## src/rtl/nipc_pkg.sv

```systemverilog
// Constants, state codes and level decoding for the nested interrupt controller.
// Assumes one 50 MHz clock and a synchronous active-high reset.
package nipc_pkg;
    localparam int NVEC = 14;
    localparam int NPER = 10;
    localparam int TLI_IDX = 0;
    localparam int SUP_IDX = 3;
    localparam logic [3:0] OFS_SUPPLY_INTEGRITY_CTRL_STATUS = 4'h0;
    localparam logic [3:0] OFS_ISPR0 = 4'h1;
    localparam logic [3:0] OFS_CC = 4'h5;
    localparam logic [3:0] OFS_SENSE = 4'h6;
    localparam logic [3:0] OFS_PINSEL = 4'h7;
    localparam logic [3:0] OFS_PEND_L = 4'h8;
    localparam logic [3:0] OFS_PEND_H = 4'h9;
    localparam int BIT_SUP_EN = 6;
    localparam int BIT_PRIO_HI = 5;
    localparam int BIT_PRIO_LO = 3;
    localparam logic [1:0] PRIO_RST = 2'h3;
    localparam logic [1:0] PRIO_MAIN = 2'h2;
    localparam logic [15:0] VEC_RESET = 16'hFFFE;
    localparam logic [15:0] VEC_TRAP = 16'hFFFC;
    localparam logic [15:0] VEC_BASE = 16'hFFFA;
    localparam logic [13:0] HALT_WAKE_MASK = 14'h3FF7;
    localparam logic [2:0] SEL_PCL = 3'h0;
    localparam logic [2:0] SEL_CC = 3'h4;
    localparam logic [2:0] STACK_LAST = 3'h4;

    typedef enum logic [2:0] {
        S_IDLE  = 3'b000,
        S_PUSH  = 3'b001,
        S_VEC   = 3'b010,
        S_POP   = 3'b011,
        S_RESET = 3'b100
    } nipc_state_t;

    // Bit pair to level number: higher number means higher priority
    function automatic logic [1:0] nipc_lvl(input logic [1:0] b);
        case (b)
            2'h2:    nipc_lvl = 2'h0;
            2'h1:    nipc_lvl = 2'h1;
            2'h0:    nipc_lvl = 2'h2;
            default: nipc_lvl = 2'h3;
        endcase
    endfunction
endpackage

```

## src/rtl/nipc_arb_if.sv

```systemverilog
// Candidate requests and levels toward the selector, winner back.
// Assumes the selector is purely combinational.
interface nipc_arb_if;
    logic [nipc_pkg::NVEC-1:0] req;
    logic [1:0]                lvl [nipc_pkg::NVEC];
    logic [1:0]                cur_lvl;
    logic                      win_valid;
    logic [3:0]                win_idx;
    logic [1:0]                win_lvl;
    modport ctrl (output req, lvl, cur_lvl, input win_valid, win_idx, win_lvl);
    modport arb (input req, lvl, cur_lvl, output win_valid, win_idx, win_lvl);
endinterface

```

## src/rtl/nipc_arbiter.sv

```systemverilog
// Two-step selector: software level first, then fixed hardware order.
// Assumes lower vector index means higher hardware order.
module nipc_arbiter (
    nipc_arb_if.arb arb
);
    import nipc_pkg::*;
    logic [1:0] best;
    logic [1:0] eff;
    logic [3:0] idx;
    logic       hit;

    always_comb
    begin
        best = 2'h0;
        eff  = 2'h0;
        idx  = 4'h0;
        hit  = 1'h0;
        // Scan upward in hardware order so the last tie kept is the strongest
        for (int i = NVEC - 1; i >= 0; i--)
        begin
            eff = (i == TLI_IDX) ? 2'h3 : arb.lvl[i];
            if (arb.req[i] && (eff > arb.cur_lvl) && (!hit || eff >= best))
            begin
                hit  = 1'h1;
                best = eff;
                idx  = 4'(i);
            end
        end
        arb.win_valid = hit;
        arb.win_idx   = idx;
        arb.win_lvl   = best;
    end
endmodule // nipc_arbiter

```

## src/rtl/nipc_supply_mon.sv

```systemverilog
// Early supply-drop warning: flag, enable and pending latch.
// Assumes comparator levels are synchronous to clk_sys.
module nipc_supply_mon (
    input  wire logic clk_sys,
    input  wire logic reset,
    input  wire logic below_low,
    input  wire logic above_high,
    input  wire logic lvd_en,
    input  wire logic halt,
    input  wire logic en_wr,
    input  wire logic en_wdata,
    input  wire logic ack,
    output logic      flag_r,
    output logic      en_r,
    output logic      pend_r
);
    logic flag_nxt;

    always_comb
    begin
        flag_nxt = flag_r;
        if (halt)
            flag_nxt = flag_r;
        else if (!lvd_en)
            flag_nxt = 1'h0;
        else if (below_low)
            flag_nxt = 1'h1;
        else if (above_high)
            flag_nxt = 1'h0;
    end

    always_ff @(posedge clk_sys)
    begin
        if (reset)
            flag_r <= 1'h0;
        else
            flag_r <= flag_nxt;
    end

    always_ff @(posedge clk_sys)
    begin
        if (reset)
            en_r <= 1'h0;
        else if (en_wr && !halt)
            en_r <= en_wdata;
    end

    // A new rise beats the entry acknowledge in the same cycle
    always_ff @(posedge clk_sys)
    begin
        if (reset)
            pend_r <= 1'h0;
        else
            pend_r <= (flag_nxt & ~flag_r & en_r) | (pend_r & ~ack);
    end

    a_flag_sets:
    assert property (@(posedge clk_sys) disable iff (reset)
        lvd_en && !halt && below_low |=> flag_r)
    else $error("drop flag not set below threshold");

    a_flag_clears:
    assert property (@(posedge clk_sys) disable iff (reset)
        lvd_en && !halt && !below_low && above_high |=> !flag_r && !$rose(pend_r))
    else $error("drop flag not cleared or request raised on recovery");

    a_flag_inactive:
    assert property (@(posedge clk_sys) disable iff (reset)
        !lvd_en && !halt |=> !flag_r)
    else $error("drop flag active without reset detector");

    a_pend_rise:
    assert property (@(posedge clk_sys) disable iff (reset)
        $rose(flag_r) && $past(en_r) |-> pend_r)
    else $error("drop request missing on flag rise");

    a_halt_frozen:
    assert property (@(posedge clk_sys) disable iff (reset)
        halt |=> $stable(flag_r) && $stable(en_r))
    else $error("status changed during halt");
endmodule // nipc_supply_mon

```

## src/rtl/nipc_top.sv

```systemverilog
// Nested interrupt controller: latches, level register, selection and entry/return sequencing.
// Assumes the core pulses instr_end at each instruction boundary and waits while busy is high.
module nipc_top (
    input  wire logic                 clk_sys,
    input  wire logic                 reset,
    input  wire logic [3:0]           reg_addr,
    input  wire logic [7:0]           reg_wdata,
    input  wire logic                 reg_wr,
    input  wire logic                 reg_rd,
    output logic      [7:0]           reg_rdata,
    input  wire logic                 instr_end,
    input  wire logic                 trap_exec,
    input  wire logic                 return_from_interrupt_exec,
    input  wire logic [7:0]           stack_pop_data,
    input  wire logic                 tli_pin,
    input  wire logic [7:0]           ext_pins,
    input  wire logic [nipc_pkg::NPER-1:0] periph_flag,
    input  wire logic [nipc_pkg::NPER-1:0] periph_en,
    input  wire logic [nipc_pkg::NPER-1:0] periph_clear,
    input  wire logic                 supply_below_low,
    input  wire logic                 supply_above_high,
    input  wire logic                 lvd_option_en,
    input  wire logic                 halt_mode,
    input  wire logic                 wait_mode,
    output logic                      stack_push,
    output logic                      stack_pop,
    output logic      [2:0]           stack_sel,
    output logic                      vec_load,
    output logic      [15:0]          vec_addr,
    output logic      [1:0]           cc_prio,
    output logic                      busy,
    output logic                      wake
);
    import nipc_pkg::*;

    nipc_arb_if  arb ();
    nipc_state_t state_r;
    logic [2:0]  cnt_r;
    logic [1:0]  prio_r [NVEC];
    logic [2:0]  sense_r;
    logic [7:0]  pinsel_r;
    logic [2:0]  ext_level;
    logic [2:0]  edge_prev_r;
    logic [2:0]  ext_latch_r;
    logic [NPER-1:0] per_latch_r;
    logic        trap_pend_r;
    logic        pop_cap_r;
    logic [1:0]  load_prio_r;
    logic        take;
    logic        return_from_interrupt_go;
    logic [13:0] ack;
    logic [15:0] vec_next;
    logic        sup_flag;
    logic        sup_en;
    logic        sup_pend;

    ////////////////////////////////////////////////////////////////////////////////
    // Sources

    // Pins of a group are ORed before the edge detector, so one edge serves all
    assign ext_level[0] = tli_pin ^ sense_r[0];
    assign ext_level[1] = (|(ext_pins[3:0] & pinsel_r[3:0])) ^ sense_r[1];
    assign ext_level[2] = (|(ext_pins[7:4] & pinsel_r[7:4])) ^ sense_r[2];

    genvar gi;
    generate
        for (gi = 0; gi < 3; gi++)
        begin : g_ext
            always_ff @(posedge clk_sys)
            begin
                if (reset)
                begin
                    edge_prev_r[gi] <= 1'h0;
                    ext_latch_r[gi] <= 1'h0;
                end
                else
                begin
                    edge_prev_r[gi] <= ext_level[gi];
                    ext_latch_r[gi] <= (ext_level[gi] & ~edge_prev_r[gi]) |
                                       (ext_latch_r[gi] & ~ack[gi]);
                end
            end
        end
        // The clearing sequence wins here: a pending request is dropped on purpose
        for (gi = 0; gi < NPER; gi++)
        begin : g_per
            always_ff @(posedge clk_sys)
            begin
                if (reset)
                    per_latch_r[gi] <= 1'h0;
                else
                    per_latch_r[gi] <= (per_latch_r[gi] | (periph_flag[gi] & periph_en[gi]))
                                       & ~periph_clear[gi];
            end
        end
    endgenerate

    nipc_supply_mon u_supply (
        .clk_sys    (clk_sys),
        .reset      (reset),
        .below_low  (supply_below_low),
        .above_high (supply_above_high),
        .lvd_en     (lvd_option_en),
        .halt       (halt_mode),
        .en_wr      (reg_wr && reg_addr == OFS_SUPPLY_INTEGRITY_CTRL_STATUS),
        .en_wdata   (reg_wdata[BIT_SUP_EN]),
        .ack        (ack[SUP_IDX]),
        .flag_r     (sup_flag),
        .en_r       (sup_en),
        .pend_r     (sup_pend)
    );

    assign arb.req = {per_latch_r & periph_flag & periph_en, sup_pend & sup_en,
                      ext_latch_r};
    assign arb.cur_lvl = nipc_lvl(cc_prio);

    ////////////////////////////////////////////////////////////////////////////////
    // Priority registers; the main-level code cannot be stored, so a pair is kept

    generate
        for (gi = 0; gi < NVEC; gi++)
        begin : g_prio
            localparam logic [3:0] ADR = OFS_ISPR0 + 4'(gi / 4);
            localparam int         POS = 2 * (gi % 4);
            assign arb.lvl[gi] = nipc_lvl(prio_r[gi]);
            always_ff @(posedge clk_sys)
            begin
                if (reset)
                    prio_r[gi] <= PRIO_RST;
                else if (reg_wr && reg_addr == ADR && reg_wdata[POS+:2] != PRIO_MAIN)
                    prio_r[gi] <= reg_wdata[POS+:2];
            end
        end
    endgenerate

    nipc_arbiter u_arb (
        .arb (arb)
    );

    ////////////////////////////////////////////////////////////////////////////////
    // Selection

    assign take = (state_r == S_IDLE) && instr_end && !halt_mode &&
                  (trap_pend_r || arb.win_valid);
    assign return_from_interrupt_go = (state_r == S_IDLE) && return_from_interrupt_exec && !take;
    assign ack = (take && !trap_pend_r) ? (14'h0001 << arb.win_idx) : 14'h0000;
    assign vec_next = trap_pend_r ? VEC_TRAP :
                      (VEC_BASE - {11'h000, arb.win_idx, 1'h0});

    always_ff @(posedge clk_sys)
    begin
        if (reset)
            trap_pend_r <= 1'h0;
        else
            trap_pend_r <= trap_exec | (trap_pend_r & ~take);
    end

    always_ff @(posedge clk_sys)
    begin
        if (reset)
            load_prio_r <= PRIO_RST;
        else if (take)
            load_prio_r <= (trap_pend_r || arb.win_idx == 4'(TLI_IDX)) ?
                           PRIO_RST : prio_r[arb.win_idx];
    end

    ////////////////////////////////////////////////////////////////////////////////
    // Entry and return sequencing

    always_ff @(posedge clk_sys)
    begin
        if (reset)
        begin
            state_r    <= S_RESET;
            cnt_r      <= 3'h0;
            stack_push <= 1'h0;
            stack_pop  <= 1'h0;
            stack_sel  <= SEL_PCL;
            vec_load   <= 1'h0;
            vec_addr   <= 16'h0000;
            busy       <= 1'h1;
            pop_cap_r  <= 1'h0;
        end
        else
        begin
            pop_cap_r <= stack_pop && stack_sel == SEL_CC;
            vec_load  <= 1'h0;
            case (state_r)
                S_RESET:
                begin
                    vec_load <= 1'h1;
                    vec_addr <= VEC_RESET;
                    state_r  <= S_VEC;
                end
                S_IDLE:
                begin
                    if (take)
                    begin
                        state_r    <= S_PUSH;
                        cnt_r      <= 3'h0;
                        stack_push <= 1'h1;
                        stack_sel  <= SEL_PCL;
                        busy       <= 1'h1;
                        vec_addr   <= vec_next;
                    end
                    else if (return_from_interrupt_go)
                    begin
                        state_r   <= S_POP;
                        cnt_r     <= 3'h0;
                        stack_pop <= 1'h1;
                        stack_sel <= SEL_CC;
                        busy      <= 1'h1;
                    end
                end
                S_PUSH:
                begin
                    if (cnt_r == STACK_LAST)
                    begin
                        stack_push <= 1'h0;
                        vec_load   <= 1'h1;
                        state_r    <= S_VEC;
                    end
                    else
                    begin
                        cnt_r     <= cnt_r + 3'h1;
                        stack_sel <= cnt_r + 3'h1;
                    end
                end
                S_POP:
                begin
                    if (cnt_r == STACK_LAST)
                    begin
                        stack_pop <= 1'h0;
                        busy      <= 1'h0;
                        state_r   <= S_IDLE;
                    end
                    else
                    begin
                        cnt_r     <= cnt_r + 3'h1;
                        stack_sel <= SEL_CC - (cnt_r + 3'h1);
                    end
                end
                S_VEC:
                begin
                    busy    <= 1'h0;
                    state_r <= S_IDLE;
                end
                default:
                begin
                    state_r <= S_IDLE;
                end
            endcase
        end
    end

    // Level bits: pop restore, entry load, then software writes standing in for
    // the mask instructions; software cannot change them mid-sequence
    always_ff @(posedge clk_sys)
    begin
        if (reset)
            cc_prio <= PRIO_RST;
        else if (pop_cap_r)
            cc_prio <= {stack_pop_data[BIT_PRIO_HI], stack_pop_data[BIT_PRIO_LO]};
        else if (state_r == S_RESET)
            cc_prio <= PRIO_RST;
        else if (state_r == S_PUSH && cnt_r == STACK_LAST)
            cc_prio <= load_prio_r;
        else if (reg_wr && reg_addr == OFS_CC && !busy)
            cc_prio <= {reg_wdata[BIT_PRIO_HI], reg_wdata[BIT_PRIO_LO]};
    end

    ////////////////////////////////////////////////////////////////////////////////
    // Configuration and read port

    always_ff @(posedge clk_sys)
    begin
        if (reset)
        begin
            sense_r  <= 3'h0;
            pinsel_r <= 8'h00;
        end
        else if (reg_wr && reg_addr == OFS_SENSE)
            sense_r <= reg_wdata[2:0];
        else if (reg_wr && reg_addr == OFS_PINSEL)
            pinsel_r <= reg_wdata;
    end

    always_ff @(posedge clk_sys)
    begin
        if (reset)
            reg_rdata <= 8'h00;
        else if (!reg_rd)
            reg_rdata <= 8'h00;
        else
        begin
            case (reg_addr)
                OFS_SUPPLY_INTEGRITY_CTRL_STATUS:  reg_rdata <= {1'h0, sup_en, sup_flag, 5'h00};
                4'h1:       reg_rdata <= {prio_r[3], prio_r[2], prio_r[1], prio_r[0]};
                4'h2:       reg_rdata <= {prio_r[7], prio_r[6], prio_r[5], prio_r[4]};
                4'h3:       reg_rdata <= {prio_r[11], prio_r[10], prio_r[9], prio_r[8]};
                4'h4:       reg_rdata <= {4'hF, prio_r[13], prio_r[12]};
                OFS_CC:     reg_rdata <= {2'h0, cc_prio[1], 1'h0, cc_prio[0], 3'h0};
                OFS_SENSE:  reg_rdata <= {5'h00, sense_r};
                OFS_PINSEL: reg_rdata <= pinsel_r;
                OFS_PEND_L: reg_rdata <= arb.req[7:0];
                OFS_PEND_H: reg_rdata <= {2'h0, arb.req[13:8]};
                default:    reg_rdata <= 8'h00;
            endcase
        end
    end

    // Halt wake excludes the supply-drop source; every request ends Wait
    always_ff @(posedge clk_sys)
    begin
        if (reset)
            wake <= 1'h0;
        else
            wake <= (halt_mode && |(arb.req & HALT_WAKE_MASK)) ||
                    (wait_mode && (|arb.req || trap_pend_r));
    end

    ////////////////////////////////////////////////////////////////////////////////
    // Checks

    a_reset_vector:
    assert property (@(posedge clk_sys) $past(reset) && !reset
        |=> vec_load && vec_addr == VEC_RESET && cc_prio == PRIO_RST && !stack_push)
    else $error("reset vector not loaded at level 3");

    a_take_push:
    assert property (@(posedge clk_sys) disable iff (reset)
        take |=> stack_push [*5] ##1 (vec_load && !stack_push))
    else $error("entry did not push five bytes before vector");

    a_return_from_interrupt_restore:
    assert property (@(posedge clk_sys) disable iff (reset)
        pop_cap_r |=> cc_prio == {$past(stack_pop_data[5]), $past(stack_pop_data[3])})
    else $error("level bits not restored on return");

    a_trap_level:
    assert property (@(posedge clk_sys) disable iff (reset)
        take && trap_pend_r |=> ##5 (vec_load && vec_addr == VEC_TRAP && cc_prio == PRIO_RST))
    else $error("trap entry wrong vector or level");

    a_level_above:
    assert property (@(posedge clk_sys) disable iff (reset)
        take && !trap_pend_r |=> ##5 (nipc_lvl(cc_prio) > $past(arb.cur_lvl, 6)))
    else $error("maskable source entered without exceeding level");

    a_edge_latch:
    assert property (@(posedge clk_sys) disable iff (reset)
        ext_level[1] && !edge_prev_r[1] |=> ext_latch_r[1])
    else $error("external edge not latched");

    a_clear_drops:
    assert property (@(posedge clk_sys) disable iff (reset)
        periph_clear[0] |=> !per_latch_r[0])
    else $error("clearing sequence kept the request");

    a_vec_range:
    assert property (@(posedge clk_sys) disable iff (reset)
        vec_load |-> vec_addr[15:5] == 11'h7FF && !vec_addr[0])
    else $error("vector outside top range");

    a_no_halt_wake:
    assert property (@(posedge clk_sys) disable iff (reset)
        halt_mode && !wait_mode && (arb.req & HALT_WAKE_MASK) == 14'h0000 |=> !wake)
    else $error("supply drop woke device from halt");

    a_supply_integrity_ctrl_status_read:
    assert property (@(posedge clk_sys) disable iff (reset)
        reg_rd && reg_addr == OFS_SUPPLY_INTEGRITY_CTRL_STATUS
        |=> reg_rdata[7] == 1'h0 && reg_rdata[2:1] == 2'h0 && reg_rdata[5] == $past(sup_flag))
    else $error("status register read wrong");
endmodule // nipc_top

```

## config.mk

```make
export PLATFORM = sky130hd
export DESIGN_NAME = nipc_top
export DESIGN_NICKNAME = d
export VERILOG_FILES = /design/src/rtl/nipc_pkg.sv /design/src/rtl/nipc_arb_if.sv /design/src/rtl/nipc_arbiter.sv /design/src/rtl/nipc_supply_mon.sv /design/src/rtl/nipc_top.sv
export SDC_FILE = /design/constraint.sdc
export NUM_CORES = 1
export LEC_CHECK = 0
export BUFFER_PORTS_ARGS = -buffer_cell sky130_fd_sc_hd__buf_4
export CORE_AREA = 2 2 114 116
export DETAILED_ROUTE_END_ITERATION = 10
export DIE_AREA = 0 0 116 118
export GPL_ROUTABILITY_DRIVEN = 0
export PLACE_DENSITY_LB_ADDON = 0.2
export SYNTH_ARGS = -nofsm -noshare
export SYNTH_HDL_FRONTEND = slang
export SYNTH_HIERARCHICAL = 1
export SYNTH_SLANG_ARGS = --single-unit
```

## constraint.sdc

```tcl
create_clock -name clk_sys -period 22.4 [get_ports clk_sys]
set_input_delay 3.36 -clock clk_sys [delete_from_list [all_inputs] [get_ports clk_sys]]
set_output_delay 3.36 -clock clk_sys [all_outputs]
set_load 0.01 [all_outputs]
```

==> flow_metrics.py, run 1 <==
metrics = {
    "status": {
        "status": "complete, no violations",
    },
    "cts": {
        "cts_htree_levels": 3,
        "cts_tree": "yes",
        "root_buffer": "clkbuf_16",
        "cts_resized": 0,
        "cts.sinks": 92,
        "ctsHoldBuffers": 0,
        "insertion_delay_ps": 360,
        "post_cts_buffers": 0,
        "numCtsBuffers": 9,
        "path_clk_slew_ps": 70,
        "cts_buffer_depth": 2,
    },
    "floorplanning": {
        "core_area_um2": 12400,
        "ios": 105,
        "initial_core_util_pct": 57.1,
        "die-height_um": 118,
        "die_area_um2": 13700,
        "die_w_um": 116,
        "rows": 41,
    },
    "sta": {
        "finClkSkew_ps": 7.44,
        "setup_violations": 0,
        "fmax_mhz": 47.9,
        "worst_hold_slack_ps": 425,
        "rsz0062_at_grt": "no",
        "finalSetupTns_ps": 0,
        "fin_crit_ps": 20860,
        "fin_crit_sh_pct": 93.1,
        "tightest_slew_ps": 1150,
        "drv_slew": 0,
        "slew-limit-headroom_pct": 23.4,
        "hold_violations": 0,
    },
    "routing": {
        "drc": 0,
        "vias": 6777,
        "drt-pass1-iter-count": 9,
        "viasPerCell": 6.30,
        "drt-wirelength-per-cell_um": 19.6,
        "ant_nets": 0,
        "drtIter0Drc": 878,
        "finalWirelength_mm": 21.0,
    },
    "setup_path": {
        "critPathLaunchType": "input pin",
        "cp_slowest_cell": "a311oi_2",
        "max_stage_delay_ps": 970,
        "r2r_slack_ps": 3190,
        "end_kind": "flip-flop",
        "path_class": "input pin to flip-flop",
        "worstPathRequired_ps": 22630,
        "cp_max_fo": 11,
        "cpMostUsedCell": "ha_1",
        "crit_arrival_ps": 21090,
        "cp_top_family": "compound AO/OA/AOI/OAI gates",
        "worstPathBufferInverterCount": 1,
    },
    "power": {
        "peakVddDrop_mv": 0.0387,
        "leakage_nw": 3.47,
        "p_per_area_nw_per_um2": 57.3,
        "finalPower_w": 0.000467,
    },
    "placement": {
        "port_buffers": 97,
        "hpwlAfterDp_mm": 16.3,
    },
    "global_routing": {
        "antenna_found_initial": 0,
        "grt_util_all_layers_pct": 30.8,
        "gr-total-overflow": 0,
        "grt_max_degree": 66,
        "grt_pass1_wl_mm": 33.0,
        "grt_pass1_vias": 6379,
    },
    "final_layout": {
        "n_antenna_cell": 0,
        "synthToLayoutAreaGrowth_pct": 15.0,
        "final_nets": 1047,
        "layout-drive-gt1-share_pct": 18.7,
        "final_util_pct": 65.7,
        "fillers": 1067,
    },
    "logic_synthesis": {
        "syn_nets": 974,
        "syn_area_um2": 7090,
        "yosysWarnings": 6,
        "avgSynthCellArea_um2": 8.59,
        "syn_inst": 825,
    },
    "job": {
        "maxCapViolations": 0,
    },
    "min_path": {
        "hold_class": "flip-flop to flip-flop",
    },
}
[per-layer routing]
| layer | track usage [%] | routed length, µm | up-vias |
|---|---|---|---|
| met4 | 13.3 | 769 | 0 |
| met1 | 41.1 | 8380 | 3173 |
| li1 | - | - | 3174 |
| met3 | 4.48 | 1860 | 57 |
| met2 | 49.4 | 10000 | 373 |
| met5 | 0 | 0 | - |
[registers in the layout, summed over array words and instances (netlist names), 3 cells and up]
signal	flops
per_latch_r	10
edge_prev_r	3
cnt_r	3
sense_r	3
prio_r	28
stack_sel	3
pinsel_r	8
vec_addr	6
arb.req	3
reg_rdata	8
state_r	3
[worst register-to-register path, delay by kind of cell, from the launching register on]
family | cells | cell delay [ps]
AO/OA/AOI/OAI | 37 | 8500
adder cells (fa/ha/maj) | 14 | 3960
buffers and inverters | 2 | 590
flip-flops | 1 | 460
multiplexers | 4 | 1710
AND/OR/NAND/NOR | 24 | 3850
[power breakdown]
part	switching [W]	internal (W)
Clock	0.0000710	0.0000804
Combinational	0.0000703	0.0000544
Sequential	0.0000111	0.000180
[path summary, 6_finish.rpt]
kind / from / endpoint / cells past startpoint
max: periph_en[9] / load_prio_r[0]$_SDFFE_PP1P_ / 79
min: edge_prev_r[2]$_SDFF_PP0_ / arb.req[2]$_SDFF_PP0_ / 1
max reg2reg: cc_prio[1]$_SDFFE_PP1P_ / load_prio_r[0]$_SDFFE_PP1P_ / 81
min reg2reg: edge_prev_r[2]$_SDFF_PP0_ / arb.req[2]$_SDFF_PP0_ / 1
[cells in the final DEF, fill, tap and decap left out, types with 4 or more instances in the layout]
master,n
a211o_1,4
a211oi_1,4
a21boi_0,4
a21o_1,6
a21oi_1,62
a221oi_1,11
a22o_1,6
a22oi_1,9
a31oi_1,4
a32o_1,5
and2_1,6
and3_1,12
buf_4,99
clkbuf_16,9
dfxtp_1,64
edfxtp_1,28
ha_1,78
inv_1,45
mux2i_1,16
mux4_2,6
nand2_1,82
nand2b_1,17
nand3_1,13
nand4_1,6
nor2_1,56
nor2b_1,30
nor3_1,36
nor4_1,6
o211a_1,8
o211ai_1,11
o21a_1,4
o21ai_0,42
o21bai_1,4
o22ai_1,4
o31ai_1,6
or2_2,18
or3_1,5
xnor2_1,6
[stage by stage]
stage               cells  setup slack [ps]  cell area, µm²
floorplan             825              3890            7090
global placement     1059              2060            7850
detailed placement   1059              1600            7850
CTS                  1075              1880            8150
global route         1075               570            8150
finish               1075              1540            8150
[layout make-up]
cell class	count	area (µm²)	share of cell area, %
clock inverter	6	58.8	0.721
multi-input combinational	651	4600	56.5
sequential	92	2120	26.0
timing repair buffer	99	743	9.12
tap	172	215	2.64
clock buffer	10	239	2.93
inverter	45	169	2.07
(Power assumes the default switching activity.)
==> run 2, diff against run 1 <==
==> constraint.sdc (replaced) <==
create_clock -name clk_sys -period 22.4 [get_ports clk_sys]
set_input_delay 4.48 -clock clk_sys [delete_from_list [all_inputs] [get_ports clk_sys]]
set_output_delay 4.48 -clock clk_sys [all_outputs]
set_load 0.01 [all_outputs]
==> flow_metrics.py, run 2 (synthesis gave the netlist of run 1 again) <==
metrics = {
    "routing": {
        "drtIter0Drc": 739,
        "drt-wirelength-per-cell_um": 19.4,
        "drt-pass1-iter-count": 6,
        "finalWirelength_mm": 20.8,
        "drc": 0,
        "vias": 6770,
        "viasPerCell": 6.29,
        "ant_nets": 0,
    },
    "floorplanning": {
        "core_area_um2": 12400,
        "rows": 41,
        "die-height_um": 118,
        "ios": 105,
        "die_w_um": 116,
        "die_area_um2": 13700,
        "initial_core_util_pct": 57.1,
    },
    "final_layout": {
        "fin_cells": 1076,
        "top_register": "prio_r",
        "largest_register_ffs": 28,
        "layout-drive-gt1-share_pct": 19.0,
        "fillers": 1072,
        "top_regs": "prio_r: 28 flops, per_latch_r: 10 flops",
        "layout_commonest_cell": "buf_4",
        "synthToLayoutAreaGrowth_pct": 15.5,
        "n_antenna_cell": 0,
        "final_nets": 1048,
        "layout_common_cells": "buf_4, nand2_1, ha_1, dfxtp_1, a21oi_1",
    },
    "cts": {
        "cts.sinks": 92,
        "cts_htree_levels": 3,
        "cts_buffer_depth": 2,
        "numCtsBuffers": 9,
        "ctsHoldBuffers": 0,
        "root_buffer": "clkbuf_16",
        "cts_tree": "yes",
        "insertion_delay_ps": 360,
        "path_clk_slew_ps": 70,
    },
    "job": {
        "maxCapViolations": 0,
    },
    "power": {
        "finalPower_w": 0.000478,
        "peakVddDrop_mv": 0.0558,
        "p_per_area_nw_per_um2": 58.4,
        "leakage_nw": 3.49,
    },
    "sta": {
        "fin_crit_ps": 21220,
        "hold_violations": 0,
        "finalSetupTns_ps": 0,
        "fmax_mhz": 47.1,
        "finClkSkew_ps": 10.2,
        "tightest_slew_ps": 698,
        "slew-limit-headroom_pct": 53.3,
        "drv_slew": 0,
        "fin_crit_sh_pct": 94.7,
        "setup_violations": 0,
        "rsz0062_at_grt": "no",
    },
    "min_path": {
        "hold_class": "flip-flop to flip-flop",
        "hp-start": "edge_prev_r[2]$_SDFF_PP0_",
    },
    "global_routing": {
        "grt_pass1_vias": 6597,
        "grt_util_all_layers_pct": 31.0,
        "gr-total-overflow": 0,
        "antenna_found_initial": 0,
        "grt_pass1_wl_mm": 33.4,
        "grt_max_degree": 66,
    },
    "placement": {
        "port_buffers": 97,
        "dp.cells": 1060,
        "hpwlAfterDp_mm": 16.1,
    },
    "setup_path": {
        "crit_arrival_ps": 21450,
        "path_class": "input pin to flip-flop",
        "worstPathRequired_ps": 22640,
        "cp_slowest_cell": "mux4_2",
        "cpMostUsedCell": "ha_1",
        "max_stage_delay_ps": 530,
        "cp_max_fo": 11,
        "startpoint": "periph_en[9]",
        "end_kind": "flip-flop",
        "critPathLaunchType": "input pin",
        "crit-reg2reg-launch": "cc_prio[1]$_SDFFE_PP1P_",
    },
    "status": {
        "status": "complete, no violations",
    },
}
run 2: path summary, 6_finish.rpt:
check,end,slack (ps),cells after the start
worst max register to register,load_prio_r[0]$_SDFFE_PP1P_,4010,82
worst min register to register,arb.req[2]$_SDFF_PP0_,450,1
worst max-delay path,load_prio_r[0]$_SDFFE_PP1P_,1180,80
worst min-delay path,arb.req[2]$_SDFF_PP0_,450,1
run 2: routing by layer:
metal | GRT usage [%] | part of all wire (%) | vias up
li1 | - | - | 3176
met1 | 41.1 | 42 | 3206
met2 | 48.9 | 47 | 304
met3 | 4.89 | 6.7 | 84
met4 | 15.0 | 4.6 | 0
met5 | 0 | 0 | -
run 2: area by class of cell:
| class | instances | area (µm²) | share of cell area, % |
|---|---|---|---|
| timing repair buffer | 100 | 751 | 9.16 |
| multi-input combinational | 651 | 4610 | 56.3 |
| sequential | 92 | 2120 | 25.9 |
| clock inverter | 4 | 31.3 | 0.382 |
| inverter | 45 | 169 | 2.06 |
| clock buffer | 12 | 289 | 3.53 |
| tap | 172 | 215 | 2.63 |
run 2: worst max-delay path, delay by kind of cell:
family                   cells  cell delay [ps]
AND/OR/NAND/NOR             24             3900
adder cells (fa/ha/maj)     12             3240
multiplexers                 4             1600
AO/OA/AOI/OAI               38             7870
buffers and inverters        2              340
run 2: repair_timing:
item / 4_1_cts / 5_1_grt
buffers inserted: 0 / 0
hold endpoints to repair: 0 / 0
endpoints found under the setup margin: 0 / 6
gates resized for setup: 0 / 3
run 2: report_power, final:
group | switching, W | internal (W) | total, W
registers | 0.0000110 | 0.000180 | 0.000191
clock network | 0.0000696 | 0.0000929 | 0.000163
logic | 0.0000697 | 0.0000547 | 0.000124
run 2: stage by stage:
stage	hold slack, ps	setup slack, ps	util, %	area (µm²)
6_report	450	1180	66.0	8190
5_1_grt	476	91.9	66.0	8190
4_1_cts	456	1190	65.9	8180
3_5_place_dp	415	871	63.3	7860
3_3_place_gp	405	1460	63.3	7860
2_1_floorplan	399	2770	-	7090
==> run 3, diff against run 2 <==
--- a/config.mk
+++ b/config.mk
@@ -13,5 +13,4 @@
 export PLACE_DENSITY_LB_ADDON = 0.2
 export SYNTH_ARGS = -nofsm -noshare
 export SYNTH_HDL_FRONTEND = slang
-export SYNTH_HIERARCHICAL = 1
 export SYNTH_SLANG_ARGS = --single-unit
==> flow_metrics.py, run 3 <==
metrics = {
    "status": {
        "status": "complete, no violations",
    },
    "routing": {
        "drtIter0Drc": 677,
        "viasPerCell": 6.13,
        "vias": 6729,
        "drc": 0,
        "drt-pass1-iter-count": 8,
        "ant_nets": 0,
        "finalWirelength_mm": 20.3,
        "drt-wirelength-per-cell_um": 18.5,
    },
    "sta": {
        "timing.final.ws_setup_ps": 1320,
        "slew-limit-headroom_pct": 36.3,
        "finClkSkew_ps": 9.04,
        "setup_violations": 0,
        "rsz0062_at_grt": "yes",
        "drv_slew": 0,
        "fmax_mhz": 47.4,
        "fin_crit_ps": 21080,
        "tightest_slew_ps": 948,
        "fin_crit_sh_pct": 94.1,
        "hold_violations": 0,
    },
    "logic_synthesis": {
        "yosys-top-cells-count": "nand2_1, nor2_1, ha_1",
        "synth_top_family_by_area": "simple AND/OR/NAND/NOR gates",
        "synth_compound_area_share_pct": 22.5,
        "yosysSeqAreaShare_pct": 30.2,
        "synth_edf_count": 28,
        "netlist.area_leader.share_pct": 18.2,
        "synth_adder_area_share_pct": 13.7,
        "yosysWarnings": 0,
        "ys_types": 84,
        "avgSynthCellArea_um2": 8.27,
        "synth-xor-area-share_pct": 0.873,
        "yosysTopAreaCell": "dfxtp_1",
        "synth.area.mux_share_pct": 3.89,
        "syn_area_um2": 7020,
        "ys.flop_type": "dfxtp_1",
        "synth_area_leaders": "dfxtp_1, ha_1, edfxtp_1",
        "syn_nets": 997,
        "yosysMostFrequentCell": "nand2_1",
        "syn_inst": 849,
        "synth-simple-area-share_pct": 23.5,
        "ys_seq_elements": 92,
        "ys_async_sr_fraction_pct": 0,
    },
    "global_routing": {
        "grt_max_degree": 58,
        "gr-total-overflow": 0,
        "grt_util_all_layers_pct": 30.1,
        "antenna_found_initial": 0,
        "grt_pass1_wl_mm": 32.4,
        "grt_pass1_vias": 6220,
    },
    "power": {
        "leakage_nw": 3.44,
        "finalPower_w": 0.000462,
        "p_per_area_nw_per_um2": 56.7,
        "peakVddDrop_mv": 0.0425,
    },
    "final_layout": {
        "largest_register_ffs": 28,
        "top_regs": "prio_r: 28 flops, per_latch_r: 10 flops",
        "synthToLayoutAreaGrowth_pct": 16.1,
        "layout_commonest_cell": "buf_4",
        "layout_common_cells": "buf_4, nand2_1, nor2_1, ha_1, dfxtp_1",
        "layout-drive-gt1-share_pct": 17.1,
        "top_register": "prio_r",
        "n_antenna_cell": 0,
        "final_nets": 1069,
        "final_util_pct": 65.7,
        "fin_cells": 1098,
    },
    "cts": {
        "path_clk_slew_ps": 70,
        "cts_buffer_depth": 2,
        "cts.sinks": 92,
        "cts_htree_levels": 3,
        "ctsHoldBuffers": 0,
        "numCtsBuffers": 9,
        "root_buffer": "clkbuf_16",
        "cts_tree": "yes",
        "insertion_delay_ps": 350,
    },
    "floorplanning": {
        "core_area_um2": 12400,
        "die-height_um": 118,
        "die_w_um": 116,
        "ios": 105,
        "initial_core_util_pct": 56.6,
        "die_area_um2": 13700,
        "rows": 41,
    },
    "setup_path": {
        "worstPathRequired_ps": 22630,
        "max_stage_delay_ps": 560,
        "path_class": "input pin to flip-flop",
        "cp_max_fo": 12,
        "crit_arrival_ps": 21310,
        "critPathLaunchType": "input pin",
        "end_kind": "flip-flop",
        "cp_slowest_cell": "mux4_2",
        "cpMostUsedCell": "ha_1",
    },
    "min_path": {
        "hold_class": "flip-flop to flip-flop",
    },
    "placement": {
        "hpwlAfterDp_mm": 15.4,
        "pre_cts_ws_ps": 476,
        "dp.cells": 1082,
        "port_buffers": 97,
    },
    "job": {
        "maxCapViolations": 0,
    },
}
## run 3: critical path: cells and delay by family
kind / cells / cell delay, ps
and+or+nand+nor: 27 / 4570
adders and majority gates: 12 / 3050
buffers and inverters: 4 / 300
muxes: 6 / 2070
AOI/OAI and AO/OA: 32 / 6850
## run 3: cell type report
class	count	area, µm²
timing repair buffer	101	758
multi-input combinational	672	4560
clock buffer	11	264
clock inverter	5	61.3
sequential	92	2120
tap	172	215
inverter	45	169
fill	1084	4260
## run 3: routing by layer
| layer | wire length (µm) | share of wire [%] | GRT usage, % |
|---|---|---|---|
| met1 | 8720 | 43 | 41.5 |
| met2 | 9350 | 46 | 47.6 |
| met3 | 1630 | 8.0 | 5.92 |
| met4 | 575 | 2.8 | 9.23 |
| met5 | 0 | 0 | 0 |
## run 3: worst paths after layout
| check | endpoint | slack, ps | cells past startpoint | from |
|---|---|---|---|---|
| setup / recovery | load_prio_r[0]$_SDFFE_PP1P_ | 1320 | 81 | periph_en[9] |
| hold / removal | arb.req[1]$_SDFF_PP0_ | 420 | 1 | edge_prev_r[1]$_SDFF_PP0_ |
| setup reg to reg | load_prio_r[0]$_SDFFE_PP1P_ | 4080 | 82 | cc_prio[0]$_SDFFE_PP1P_ |
| hold reg to reg | arb.req[1]$_SDFF_PP0_ | 420 | 1 | edge_prev_r[1]$_SDFF_PP0_ |
## run 3: repair_timing
| item | 4_1_cts | 5_1_grt |
|---|---|---|
| resized for setup | 0 | 8 |
| setup buffers | 0 | 0 |
| endpoints found under the setup margin | 0 | 10 |
| endpoints found under the hold margin | 0 | 0 |
## run 3: power by group
part,internal (W),leakage (nW),switching [W]
Clock,0.0000974,0.162,0.0000686
Combinational,0.0000457,2.47,0.0000607
Sequential,0.000180,0.803,0.0000101
Total,0.000323,3.44,0.000139
## run 3: metrics by stage
step	hold slack (ps)	setup TNS, ps	area, µm²
floorplan	397	0	7020
global placement	402	0	7790
detailed placement	416	0	7790
CTS	425	0	8120
global route	433	-64.9	8150
finish	423	0	8150
## run 3: cells by family after synthesis
logic type,Yosys count
compound gates,228
xor+xnor,7
fa+ha+maj,77
buf+inv,85
flops,92
mux,24
other cells,1
simple gates,335
